<file path="config.mk">
export PLATFORM = sky130hd
export DESIGN_NAME = tsc_config_regs
export DESIGN_NICKNAME = d
export VERILOG_FILES = /design/src/logic/tsc_pkg.sv /design/src/logic/tsc_config_regs.sv /design/src/logic/tsc_thresh_dec.sv
export SDC_FILE = /design/constraint.sdc
export NUM_CORES = 1
export LEC_CHECK = 0
export ABC_AREA = 1
export BUFFER_PORTS_ARGS = -buffer_cell sky130_fd_sc_hd__buf_4
export CAP_MARGIN = 20
export CORE_MARGIN = 3
export CORE_UTILIZATION = 25
export CTS_BUF_LIST = sky130_fd_sc_hd__clkbuf_8
export DETAILED_ROUTE_END_ITERATION = 8
export GPL_TIMING_DRIVEN = 1
export SETUP_SLACK_MARGIN = 0.4
export SLEW_MARGIN = 20
export SYNTH_ARGS = -nofsm -noshare
export SYNTH_HDL_FRONTEND = slang
export SYNTH_SLANG_ARGS = --single-unit
</file>
<file path="constraint.sdc">
create_clock -name clk -period 6.3 [get_ports clk]
set_clock_uncertainty 0.2 [all_clocks]
set_input_delay 0.315 -clock clk [delete_from_list [all_inputs] [get_ports clk]]
set_output_delay 0.315 -clock clk [all_outputs]
set_load 0.01 [all_outputs]
</file>
<file path="src/logic/tsc_pkg.sv">
// Shared constants of the touch sensor configuration register bank
package tsc_pkg;

   // ==========================================================
   // Register offsets (byte addresses of the internal map)
   localparam logic [7:0] OFS_SENS_CH1_CH2    = 8'h02;
   localparam logic [7:0] OFS_SENS_CH3_CH4    = 8'h03;
   localparam logic [7:0] OFS_SENS_CH5_CH6    = 8'h04;
   localparam logic [7:0] OFS_SENS_CH7_CH8    = 8'h05;
   localparam logic [7:0] OFS_SENS_CH9_CH10   = 8'h06;
   localparam logic [7:0] OFS_SENS_CH11_CH12  = 8'h07;
   localparam logic [7:0] OFS_GENERAL_CFG_A   = 8'h08;
   localparam logic [7:0] OFS_GENERAL_CFG_B   = 8'h09;
   localparam logic [7:0] OFS_RELOAD_CH1_8    = 8'h0A;
   localparam logic [7:0] OFS_RELOAD_CH9_16   = 8'h0B;
   localparam logic [7:0] OFS_PAUSE_CH1_8     = 8'h0C;
   localparam logic [7:0] OFS_PAUSE_CH9_16    = 8'h0D;
   localparam logic [7:0] OFS_FREEZE_CH1_8    = 8'h0E;
   localparam logic [7:0] OFS_FREEZE_CH9_16   = 8'h0F;
   localparam logic [7:0] OFS_LEVEL_CH1_4     = 8'h10;
   localparam logic [7:0] OFS_LEVEL_CH5_8     = 8'h11;
   localparam logic [7:0] OFS_LEVEL_CH9_12    = 8'h12;
   localparam logic [7:0] OFS_LEVEL_CH13_16   = 8'h13;
   localparam logic [7:0] OFS_SENS_CH13_CH14  = 8'h22;
   localparam logic [7:0] OFS_SENS_CH15_CH16  = 8'h23;
   localparam logic [7:0] OFS_NOISE_LOCK      = 8'h3B;

   // ==========================================================
   // Reset values
   localparam logic [7:0] RST_SENS            = 8'hBB;
   localparam logic [7:0] RST_GENERAL_CFG_A   = 8'h23;
   localparam logic [7:0] RST_GENERAL_CFG_B   = 8'h01;
   localparam logic [7:0] RST_LOW_BANK        = 8'hFE;
   localparam logic [7:0] RST_HIGH_BANK       = 8'hFF;
   localparam logic [7:0] RST_ZERO            = 8'h00;

   // ==========================================================
   // Field positions
   localparam int ODD_RANGE_BIT   = 3;
   localparam int ODD_CODE_LSB    = 0;
   localparam int EVEN_RANGE_BIT  = 7;
   localparam int EVEN_CODE_LSB   = 4;
   localparam int SPEED_MODE_BIT  = 7;
   localparam int FTW_LSB         = 5;
   localparam int IRQ_SEL_LSB     = 3;
   localparam int RESP_LSB        = 0;
   localparam int MULTI_BIT       = 5;
   localparam int IMP_SEL_BIT     = 4;
   localparam int SOFT_RESET_BIT  = 3;
   localparam int SLEEP_BIT       = 2;
   localparam logic [7:0] CFG_B_WMASK = 8'h3F;   // Bits 7:6 are reserved

   // ==========================================================
   // Touch level and interrupt level encodings
   localparam logic [1:0] LVL_NONE   = 2'h0;
   localparam logic [1:0] LVL_LOW    = 2'h1;
   localparam logic [1:0] LVL_MID    = 2'h2;
   localparam logic [1:0] LVL_HIGH   = 2'h3;
   localparam logic [1:0] IRQ_ON_MID_A = 2'h0;
   localparam logic [1:0] IRQ_ON_LOW   = 2'h1;
   localparam logic [1:0] IRQ_ON_MID_B = 2'h2;
   localparam logic [1:0] IRQ_ON_HIGH  = 2'h3;

   // ==========================================================
   // Response period offset and first-touch window
   localparam logic [3:0] RESP_OFFSET   = 4'h2;
   localparam int         FTW_UNIT      = 16;
   localparam logic [10:0] FTW_PERIODS_0 = 11'(19 * FTW_UNIT);
   localparam logic [10:0] FTW_PERIODS_1 = 11'(37 * FTW_UNIT);
   localparam logic [10:0] FTW_PERIODS_2 = 11'(56 * FTW_UNIT);
   localparam logic [10:0] FTW_PERIODS_3 = 11'(74 * FTW_UNIT);

   // ==========================================================
   // Thresholds in hundredths of a percent, indexed by the 3-bit code
   localparam logic [8:0] MID_TBL  [8] = '{9'h032, 9'h046, 9'h05A, 9'h078,
                                           9'h096, 9'h0CD, 9'h0FF, 9'h163};
   localparam logic [8:0] LOW_TBL  [8] = '{9'h028, 9'h037, 9'h046, 9'h05F,
                                           9'h078, 9'h0A0, 9'h0CD, 9'h11D};
   localparam logic [8:0] HIGH_TBL [8] = '{9'h03C, 9'h055, 9'h06E, 9'h091,
                                           9'h0B9, 9'h0F5, 9'h131, 9'h1AE};

endpackage

</file>
<file path="src/logic/tsc_config_regs.sv">
// Register bank of the 16-channel touch sensor with calibration window timer
// Summary of operation
// - Each threshold register serves two channels: odd in bits 3:0, even in 7:4.
// - Three-bit middle code maps to middle threshold 0.50 to 3.55 percent; reset 011.
// - Range bit 0 selects low table, 0.40 to 2.85 percent.
// - Range bit 1, the reset value, selects high table, 0.6 to 4.30 percent.
// - Speed mode bit 0 gives slow calibration after the window; 1 forces fast.
// - After power-on, calibrate very fast for the first-touch window, then normal.
// - Window field codes give 19, 37, 56, 74 times 16 periods; reset 01.
// - Interrupt level: 00/10 mid or high, 01 low or up, 11 high only.
// - Response period equals response field plus 2; field resets to 011.
// - Touch level 00 none, 01 low, 10 middle, 11 high per channel.
//
// Soft reset is a level that restarts the window.
// Register port is a plain byte port.

module tsc_config_regs
   import tsc_pkg::*;
#(
   parameter int CHANNELS      = 16,     // Sensing channels
   parameter int PERIOD_CYCLES = 100000  // Clock cycles in one internal period
)(
   input  wire logic                    clk,              // 100 MHz clock
   input  wire logic                    rstn,             // Async reset, active low
   input  wire logic [7:0]              reg_addr,         // Register byte address
   input  wire logic                    reg_wr,           // Write strobe, one cycle
   input  wire logic [7:0]              reg_wdata,        // Write data
   input  wire logic                    reg_rd,           // Read strobe, one cycle
   output logic      [7:0]              reg_rdata,        // Read data, next cycle
   input  wire logic [2*CHANNELS-1:0]   touch_level_in,   // Levels from sensing core
   output logic      [2*CHANNELS-1:0]   touch_level_out,  // Registered levels
   output wire logic [9*CHANNELS-1:0]   mid_thresh,       // Middle thresholds
   output wire logic [9*CHANNELS-1:0]   side_thresh,      // Low/high thresholds
   output wire logic                    fast_calib,       // Fast calibration active
   output logic                         first_touch_busy, // First-touch window running
   output wire logic [3:0]              resp_period,      // Response period in periods
   output wire logic                    multi_out_sel,    // Output mode select bit
   output wire logic                    imp_sel,          // Impedance select bit
   output wire logic                    sleep_en,         // Sleep mode enable
   output wire logic                    soft_reset,       // Digital soft reset level
   output wire logic [1:0]              init_bits,        // Config B bits 1:0
   output wire logic [CHANNELS-1:0]     baseline_reload,  // Reference reset per channel
   output wire logic [CHANNELS-1:0]     channel_pause,    // Hold per channel
   output wire logic [CHANNELS-1:0]     calib_freeze,     // Calibration hold per channel
   output wire logic [7:0]              noise_lock,       // Lock mask bits
   output logic                         irq               // Touch interrupt, active high
);

   // Pair count, counter width
   localparam int NPAIR = CHANNELS / 2;
   localparam int PW    = $clog2(PERIOD_CYCLES + 1);
   localparam logic [PW-1:0] PERIOD_LAST = PW'(PERIOD_CYCLES - 1);

   // ==========================================================
   // Storage
   logic [7:0]  sens_q [NPAIR];
   logic [7:0]  cfga_q;
   logic [7:0]  cfgb_q;
   logic [7:0]  reload_lo_q;
   logic [7:0]  reload_hi_q;
   logic [7:0]  pause_lo_q;
   logic [7:0]  pause_hi_q;
   logic [7:0]  freeze_lo_q;
   logic [7:0]  freeze_hi_q;
   logic [7:0]  lock_q;

   // Window timers
   logic [PW-1:0] per_cnt_q;
   logic [10:0] win_cnt_q;

   // ==========================================================
   // Address decode
   // No hit means ignored
   wire logic [NPAIR-1:0] sens_hit;

   wire logic hit_cfga      = (reg_addr == OFS_GENERAL_CFG_A);
   wire logic hit_cfgb      = (reg_addr == OFS_GENERAL_CFG_B);

   wire logic hit_reload_lo = (reg_addr == OFS_RELOAD_CH1_8);
   wire logic hit_reload_hi = (reg_addr == OFS_RELOAD_CH9_16);
   wire logic hit_pause_lo  = (reg_addr == OFS_PAUSE_CH1_8);
   wire logic hit_pause_hi  = (reg_addr == OFS_PAUSE_CH9_16);
   wire logic hit_freeze_lo = (reg_addr == OFS_FREEZE_CH1_8);
   wire logic hit_freeze_hi = (reg_addr == OFS_FREEZE_CH9_16);
   wire logic hit_lock      = (reg_addr == OFS_NOISE_LOCK);

   // Sensitivity offsets are split in two groups, hence the small table
   function automatic logic [7:0] sens_ofs(input int idx);
      logic [7:0] ofs;
      ofs = 8'h00;
      unique case (idx)
         0: ofs = OFS_SENS_CH1_CH2;
         1: ofs = OFS_SENS_CH3_CH4;
         2: ofs = OFS_SENS_CH5_CH6;
         3: ofs = OFS_SENS_CH7_CH8;
         4: ofs = OFS_SENS_CH9_CH10;
         5: ofs = OFS_SENS_CH11_CH12;
         6: ofs = OFS_SENS_CH13_CH14;
         7: ofs = OFS_SENS_CH15_CH16;
         default: ofs = 8'hFF;
      endcase
      return ofs;
   endfunction

   // ==========================================================
   // Threshold registers, one per channel pair
   genvar gp;
   generate
      for (gp = 0; gp < NPAIR; gp++) begin : g_pair
         // Pair offsets are split
         assign sens_hit[gp] = (reg_addr == sens_ofs(gp));

         // Writes store the whole byte; both fields are live
         always_ff @(posedge clk or negedge rstn) begin
            if (!rstn) begin
               sens_q[gp] <= RST_SENS;
            end else if (reg_wr && sens_hit[gp]) begin
               sens_q[gp] <= reg_wdata;
            end
         end

         // Odd channel in low nibble, even channel in high nibble
         tsc_thresh_dec u_odd (
            .mid_thresh_code  (sens_q[gp][ODD_CODE_LSB +: 3]),
            .thresh_range_sel (sens_q[gp][ODD_RANGE_BIT]),
            .mid_thresh       (mid_thresh[9*(2*gp) +: 9]),
            .side_thresh      (side_thresh[9*(2*gp) +: 9])
         );
         tsc_thresh_dec u_even (
            .mid_thresh_code  (sens_q[gp][EVEN_CODE_LSB +: 3]),
            .thresh_range_sel (sens_q[gp][EVEN_RANGE_BIT]),
            .mid_thresh       (mid_thresh[9*(2*gp+1) +: 9]),
            .side_thresh      (side_thresh[9*(2*gp+1) +: 9])
         );
      end
   endgenerate

   // ==========================================================
   // Control registers
   always_ff @(posedge clk or negedge rstn) begin
      if (!rstn) begin
         cfga_q <= RST_GENERAL_CFG_A;
         cfgb_q <= RST_GENERAL_CFG_B;
      end else begin
         // All control A bits are live
         if (reg_wr && hit_cfga) cfga_q <= reg_wdata;
         // Reserved bits are masked so they always read zero
         if (reg_wr && hit_cfgb) cfgb_q <= reg_wdata & CFG_B_WMASK;
      end
   end

   // Per-channel hold, reload, freeze and lock bytes
   always_ff @(posedge clk or negedge rstn) begin
      if (!rstn) begin
         reload_lo_q <= RST_LOW_BANK;
         reload_hi_q <= RST_HIGH_BANK;
         pause_lo_q  <= RST_LOW_BANK;
         pause_hi_q  <= RST_HIGH_BANK;
         freeze_lo_q <= RST_ZERO;
         freeze_hi_q <= RST_ZERO;
         lock_q      <= RST_ZERO;
      end else if (reg_wr) begin
         // Offsets are distinct
         if (hit_reload_lo) reload_lo_q <= reg_wdata;
         if (hit_reload_hi) reload_hi_q <= reg_wdata;
         if (hit_pause_lo)  pause_lo_q  <= reg_wdata;
         if (hit_pause_hi)  pause_hi_q  <= reg_wdata;
         if (hit_freeze_lo) freeze_lo_q <= reg_wdata;
         if (hit_freeze_hi) freeze_hi_q <= reg_wdata;
         if (hit_lock)      lock_q      <= reg_wdata;
      end
   end

   // ==========================================================
   // Field outputs
   // Control A fields
   wire logic       speed_mode = cfga_q[SPEED_MODE_BIT];
   wire logic [1:0] ftw_sel    = cfga_q[FTW_LSB +: 2];
   wire logic [1:0] irq_sel    = cfga_q[IRQ_SEL_LSB +: 2];
   assign resp_period     = {1'b0, cfga_q[RESP_LSB +: 3]} + RESP_OFFSET;

   // Control B fields
   assign multi_out_sel   = cfgb_q[MULTI_BIT];
   assign imp_sel         = cfgb_q[IMP_SEL_BIT];
   assign sleep_en        = cfgb_q[SLEEP_BIT];
   assign soft_reset      = cfgb_q[SOFT_RESET_BIT];
   assign init_bits       = cfgb_q[1:0];

   // Channel 1 sits in bit 0
   assign baseline_reload = CHANNELS'({reload_hi_q, reload_lo_q});
   assign channel_pause   = CHANNELS'({pause_hi_q, pause_lo_q});
   assign calib_freeze    = CHANNELS'({freeze_hi_q, freeze_lo_q});
   assign noise_lock      = lock_q;

   // ==========================================================
   // First-touch window: periods counted from reset release
   // Window length by code
   logic [10:0] ftw_target;
   always_comb begin
      unique case (ftw_sel)
         2'h0: ftw_target = FTW_PERIODS_0;
         2'h1: ftw_target = FTW_PERIODS_1;
         2'h2: ftw_target = FTW_PERIODS_2;
         2'h3: ftw_target = FTW_PERIODS_3;
      endcase
   end

   // Free-running period tick
   wire logic period_tick = (per_cnt_q == PERIOD_LAST);
   // Compare with >= so that shrinking the field mid-window ends it at once
   wire logic window_done = (win_cnt_q >= ftw_target);

   // Soft reset restarts the window just as a power-on would
   always_ff @(posedge clk or negedge rstn) begin
      if (!rstn) begin
         per_cnt_q        <= '0;
         win_cnt_q        <= '0;
         first_touch_busy <= 1'b1;
      end else if (soft_reset) begin
         // Held while the bit is set
         per_cnt_q        <= '0;
         win_cnt_q        <= '0;
         first_touch_busy <= 1'b1;
      end else begin
         per_cnt_q <= period_tick ? '0 : per_cnt_q + PW'(1);
         // Stops with busy, so no wrap
         if (first_touch_busy && period_tick) win_cnt_q <= win_cnt_q + 11'h001;
         if (window_done) first_touch_busy <= 1'b0;
      end
   end

   // Window forces very fast calibration; afterwards the mode bit decides
   assign fast_calib = first_touch_busy | speed_mode;

   // ==========================================================
   // Touch levels and interrupt
   // Per-channel level match
   logic [CHANNELS-1:0] lvl_hit;
   always_comb begin
      for (int c = 0; c < CHANNELS; c++) begin
         // Codes 00 and 10 act alike
         unique case (irq_sel)
            IRQ_ON_LOW:   lvl_hit[c] = (touch_level_out[2*c +: 2] != LVL_NONE);
            IRQ_ON_HIGH:  lvl_hit[c] = (touch_level_out[2*c +: 2] == LVL_HIGH);
            IRQ_ON_MID_A,
            IRQ_ON_MID_B: lvl_hit[c] = (touch_level_out[2*c +: 2] >= LVL_MID);
         endcase
      end
   end

   // Levels are held cleared during soft reset so no stale touch leaks out
   // Irq lags the levels by a cycle
   always_ff @(posedge clk or negedge rstn) begin
      if (!rstn) begin
         touch_level_out <= '0;
         irq             <= 1'b0;
      end else begin
         touch_level_out <= soft_reset ? '0 : touch_level_in;
         irq             <= |lvl_hit;
      end
   end

   // ==========================================================
   // Read path: registered, unmapped addresses return zero
   logic [7:0] rd_mux;
   // Pad keeps the slices legal
   wire logic [2*CHANNELS+31:0] lvl_pad = {32'h0, touch_level_out};
   always_comb begin
      rd_mux = 8'h00;
      // Unmapped reads give zero
      for (int p = 0; p < NPAIR; p++) begin
         if (sens_hit[p]) rd_mux = sens_q[p];
      end
      if (hit_cfga)      rd_mux = cfga_q;
      if (hit_cfgb)      rd_mux = cfgb_q;
      if (hit_reload_lo) rd_mux = reload_lo_q;
      if (hit_reload_hi) rd_mux = reload_hi_q;
      if (hit_pause_lo)  rd_mux = pause_lo_q;
      if (hit_pause_hi)  rd_mux = pause_hi_q;
      if (hit_freeze_lo) rd_mux = freeze_lo_q;
      if (hit_freeze_hi) rd_mux = freeze_hi_q;
      if (hit_lock)      rd_mux = lock_q;
      // Read-only level bytes
      if (reg_addr == OFS_LEVEL_CH1_4)   rd_mux = lvl_pad[7:0];
      if (reg_addr == OFS_LEVEL_CH5_8)   rd_mux = lvl_pad[15:8];
      if (reg_addr == OFS_LEVEL_CH9_12)  rd_mux = lvl_pad[23:16];
      if (reg_addr == OFS_LEVEL_CH13_16) rd_mux = lvl_pad[31:24];
   end

   always_ff @(posedge clk or negedge rstn) begin
      if (!rstn) begin
         reg_rdata <= 8'h00;
      end else if (reg_rd) begin
         // Stands until the next read
         reg_rdata <= rd_mux;
      end
   end

endmodule

</file>
<file path="src/logic/tsc_thresh_dec.sv">
// Per-channel threshold decoder: middle and range-selected side threshold
module tsc_thresh_dec
   import tsc_pkg::*;
(
   input  wire logic [2:0] mid_thresh_code,   // Middle code of the channel
   input  wire logic       thresh_range_sel,  // 1 high table, 0 low table
   output wire logic [8:0] mid_thresh,        // Middle threshold, 0.01 %
   output wire logic [8:0] side_thresh        // Low or high threshold, 0.01 %
);

   // Monotonic middle table lookup
   assign mid_thresh  = MID_TBL[mid_thresh_code];
   // Range bit picks which side table the code indexes
   assign side_thresh = thresh_range_sel ? HIGH_TBL[mid_thresh_code]
                                         : LOW_TBL[mid_thresh_code];

endmodule

</file>
==> metrics.cfg <==
[outcome]
outcome=finished clean

[synthesis]
ys_types=47
ys_seq_area_frac=0.349
synth_fp_nets=2326
synth_area_um2=14900
yosys_warnings=0
synth_top_area_frac=0.203
synth_seq_cells=204
ys.flop_type=dfrtp_1
yosysTopAreaCell=dfrtp_1
syn_avg_cell_area_um2=6.94
syn_inst=2149
synth_area_leaders=dfrtp_1 20%, dfstp_2 15%, nand2_1 13%, o21ai_0 12%, ha_1 10%
async_reset_ff_frac=1.00
synth_edf_count=0

[clocking]
cts.sinks=204
clk_latency_ns=0.59
cts_max_level=2
clkTransAtPathRegs_ns=0.06
cts_buffers=40
cts_root_buffer=clkbuf_8
post_cts.repair.setup_buffers=0
cts_tree=yes
cts_buffer_depth=3

[timing]
rsz0062_at_grt=no
finalCritPeriodShare=0.482
finalCriticalPeriod_ns=3.04
final_hold_viol_count=0
fin_tns_setup_ns=0
clock.fmax_mhz=329
setup_viol=0
timing.final.max_slew_violations=0
worst_pin_slew_ns=1.10
maxSlewHeadroom=0.268

[critical_path]
cp-startpoint=sens_q[58]
worst_ep_required_time_ns=5.78
reg2reg_to=reg_rdata[6]
critical_path.startpoint_type=flop
cp.arrival_ns=2.52
worst-r2r-setup-slack_ns=3.63
worst_setup_path_end_kind=primary output
setup.worst_path.end=side_thresh[0]
r2r_start=sens_q[38]
worstSetupPathType=flop to primary output
path_max_fanout=14
reg2reg_depth=14

[grt]
grt_max_degree=134
grt_overflow_total=0
grt_use_total=0.192
antenna_found_initial=2
grt_pass1_vias=14900
grt_pass1_wl_mm=93.4

[job]
cap_violations=0

[power_and_ir_drop]
p_sw_frac=0.340
p_sw_w=0.00131
comb_power_share=0.249
clkPwrFrac=0.347
leakage_nw=9.79
p_per_area_nw_per_um2=192
intPower_w=0.00255
power.share.sequential=0.404
ir_drop_mv=0.124

[die]
io_pins=449
floorplan.rows=88
core-area_um2=58400
start_util=0.255
die-area_um2=62600
die_h_um=250
fp.dieW_um=250

[routing]
dr.first_iter.drc_count=1184
drc=0
vias=15900
drt_wl_total_mm=63.2
wl_per_cell_um=18.6
drt_first_pass_iters=6
via_per_inst=4.69
drtAntennaViolNets=0

[final_layout]
drive_gt1_frac=0.258
final_common_cell=nand2_1
fin_area_um2=20100
final_nets=2778
layout_common_cells=509 x nand2_1, 448 x buf_4, 349 x o21ai_0
syn_to_final_growth_pct=34.8

[placed_design]
dp_hpwl_mm=49.3
io_buffers=448
dpl_cell_area_um2=19000
gp_congestion=0.925

[min_path]
hold_path.class=primary input to asynchronous set/reset pin

worst min path at each step:
stage                                endpoint  slack (ns)  cells past startpoint
after global routing       touch_level_out[8]         0.1                      2
after global placement    touch_level_out[10]        0.18                      1
after detailed placement  touch_level_out[12]        0.18                      1
final                      touch_level_out[8]        0.08                      2
after CTS                  touch_level_out[4]        0.07                      2
after floorplan                     cfga_q[2]       -0.18                      0
power groups by stage:
stage	Sequential (W)	Clock [W]	Combinational, W
2_1_floorplan	0.00152	0	0.000475
3_3_place_gp	0.00158	0	0.000951
3_5_place_dp	0.00158	0	0.000955
4_1_cts	0.00156	0.00139	0.000975
5_1_grt	0.00158	0.00145	0.00106
6_report	0.00156	0.00134	0.000962
synth_stat cells (19+ instances only):
library cell and n:
nand4_1 28, dfrtp_1 121, nor2_1 265, inv_1 235, nand2_1 509, nor3_1 36, o21ai_0 349, nand3_1 74
clkbuf_1 70, clkinv_1 19, a21oi_1 63, dfstp_2 83, ha_1 125, or2_2 34
sequential cells by signal (all words and copies together) (netlist names), 11 cells and up:
register         count
sens_q              64
touch_level_out     32
per_cnt_q           17
win_cnt_q           11
final cells by class:
cell class              count  area [um2]
fillers                  6293       38300
multi-input cells        1602        8400
flip-flops and latches    204        5210
repair buffers            484        3740
inverters                 269        1010
well taps                 765         957
clock buffers              43         592
clock inverters            27         190
diodes                      2        5.00
per-stage QoR:
stage / total power, W / setup slack (ns) / cells / utilization / hold WS [ns]
final: 0.00386 / 3.26 / 3396 / 0.344 / 0.0785
after global routing: 0.00409 / 3.16 / 3394 / 0.344 / 0.0997
after CTS: 0.00393 / 3.22 / 3394 / 0.344 / 0.0666
after detailed placement: 0.00254 / 3.47 / 3290 / 0.325 / 0.179
after global placement: 0.00253 / 3.47 / 3290 / 0.325 / 0.181
after floorplan: 0.00200 / 3.88 / 2149 / - / -0.181
per-layer routing:
| layer | routed length [um] | track usage | up-vias | share of wire |
|---|---|---|---|---|
| li1 | - | - | 7886 | - |
| met1 | 27200 | 0.249 | 7384 | 0.43 |
| met2 | 29800 | 0.318 | 578 | 0.47 |
| met3 | 4730 | 0.0478 | 85 | 0.075 |
| met4 | 1540 | 0.0536 | 0 | 0.024 |
| met5 | 0 | 0 | - | 0 |
critical path, cell delays in order, from the launching register on:
cell and delay [ns]:
dfrtp_1 0.65, clkinv_1 0.38, nor2_1 0.31, nor2_1 0.09, o21ai_0 0.31, buf_4 0.19
cells by family (layout without fill, tap and decap cells):
group / after synthesis / after routing / synth area share
AO/OA/AOI/OAI: 474 / 474 / 0.170
other: 0 / 2 / 0
flip-flops: 204 / 204 / 0.349
AND/OR/NAND/NOR: 1002 / 1002 / 0.288
buffers and inverters: 343 / 823 / 0.0871
XOR/XNOR: 1 / 1 / 0.000588
adder cells (fa/ha/maj): 125 / 125 / 0.105
timing repair:
| item | CTS | global route |
|---|---|---|
| gates resized for setup | 0 | 0 |
| hold endpoints to repair | 111 | 0 |
| hold buffers | 34 | 0 |
| setup endpoints to repair | 0 | 0 |
Note: power is estimated with default switching activity, not from simulation.
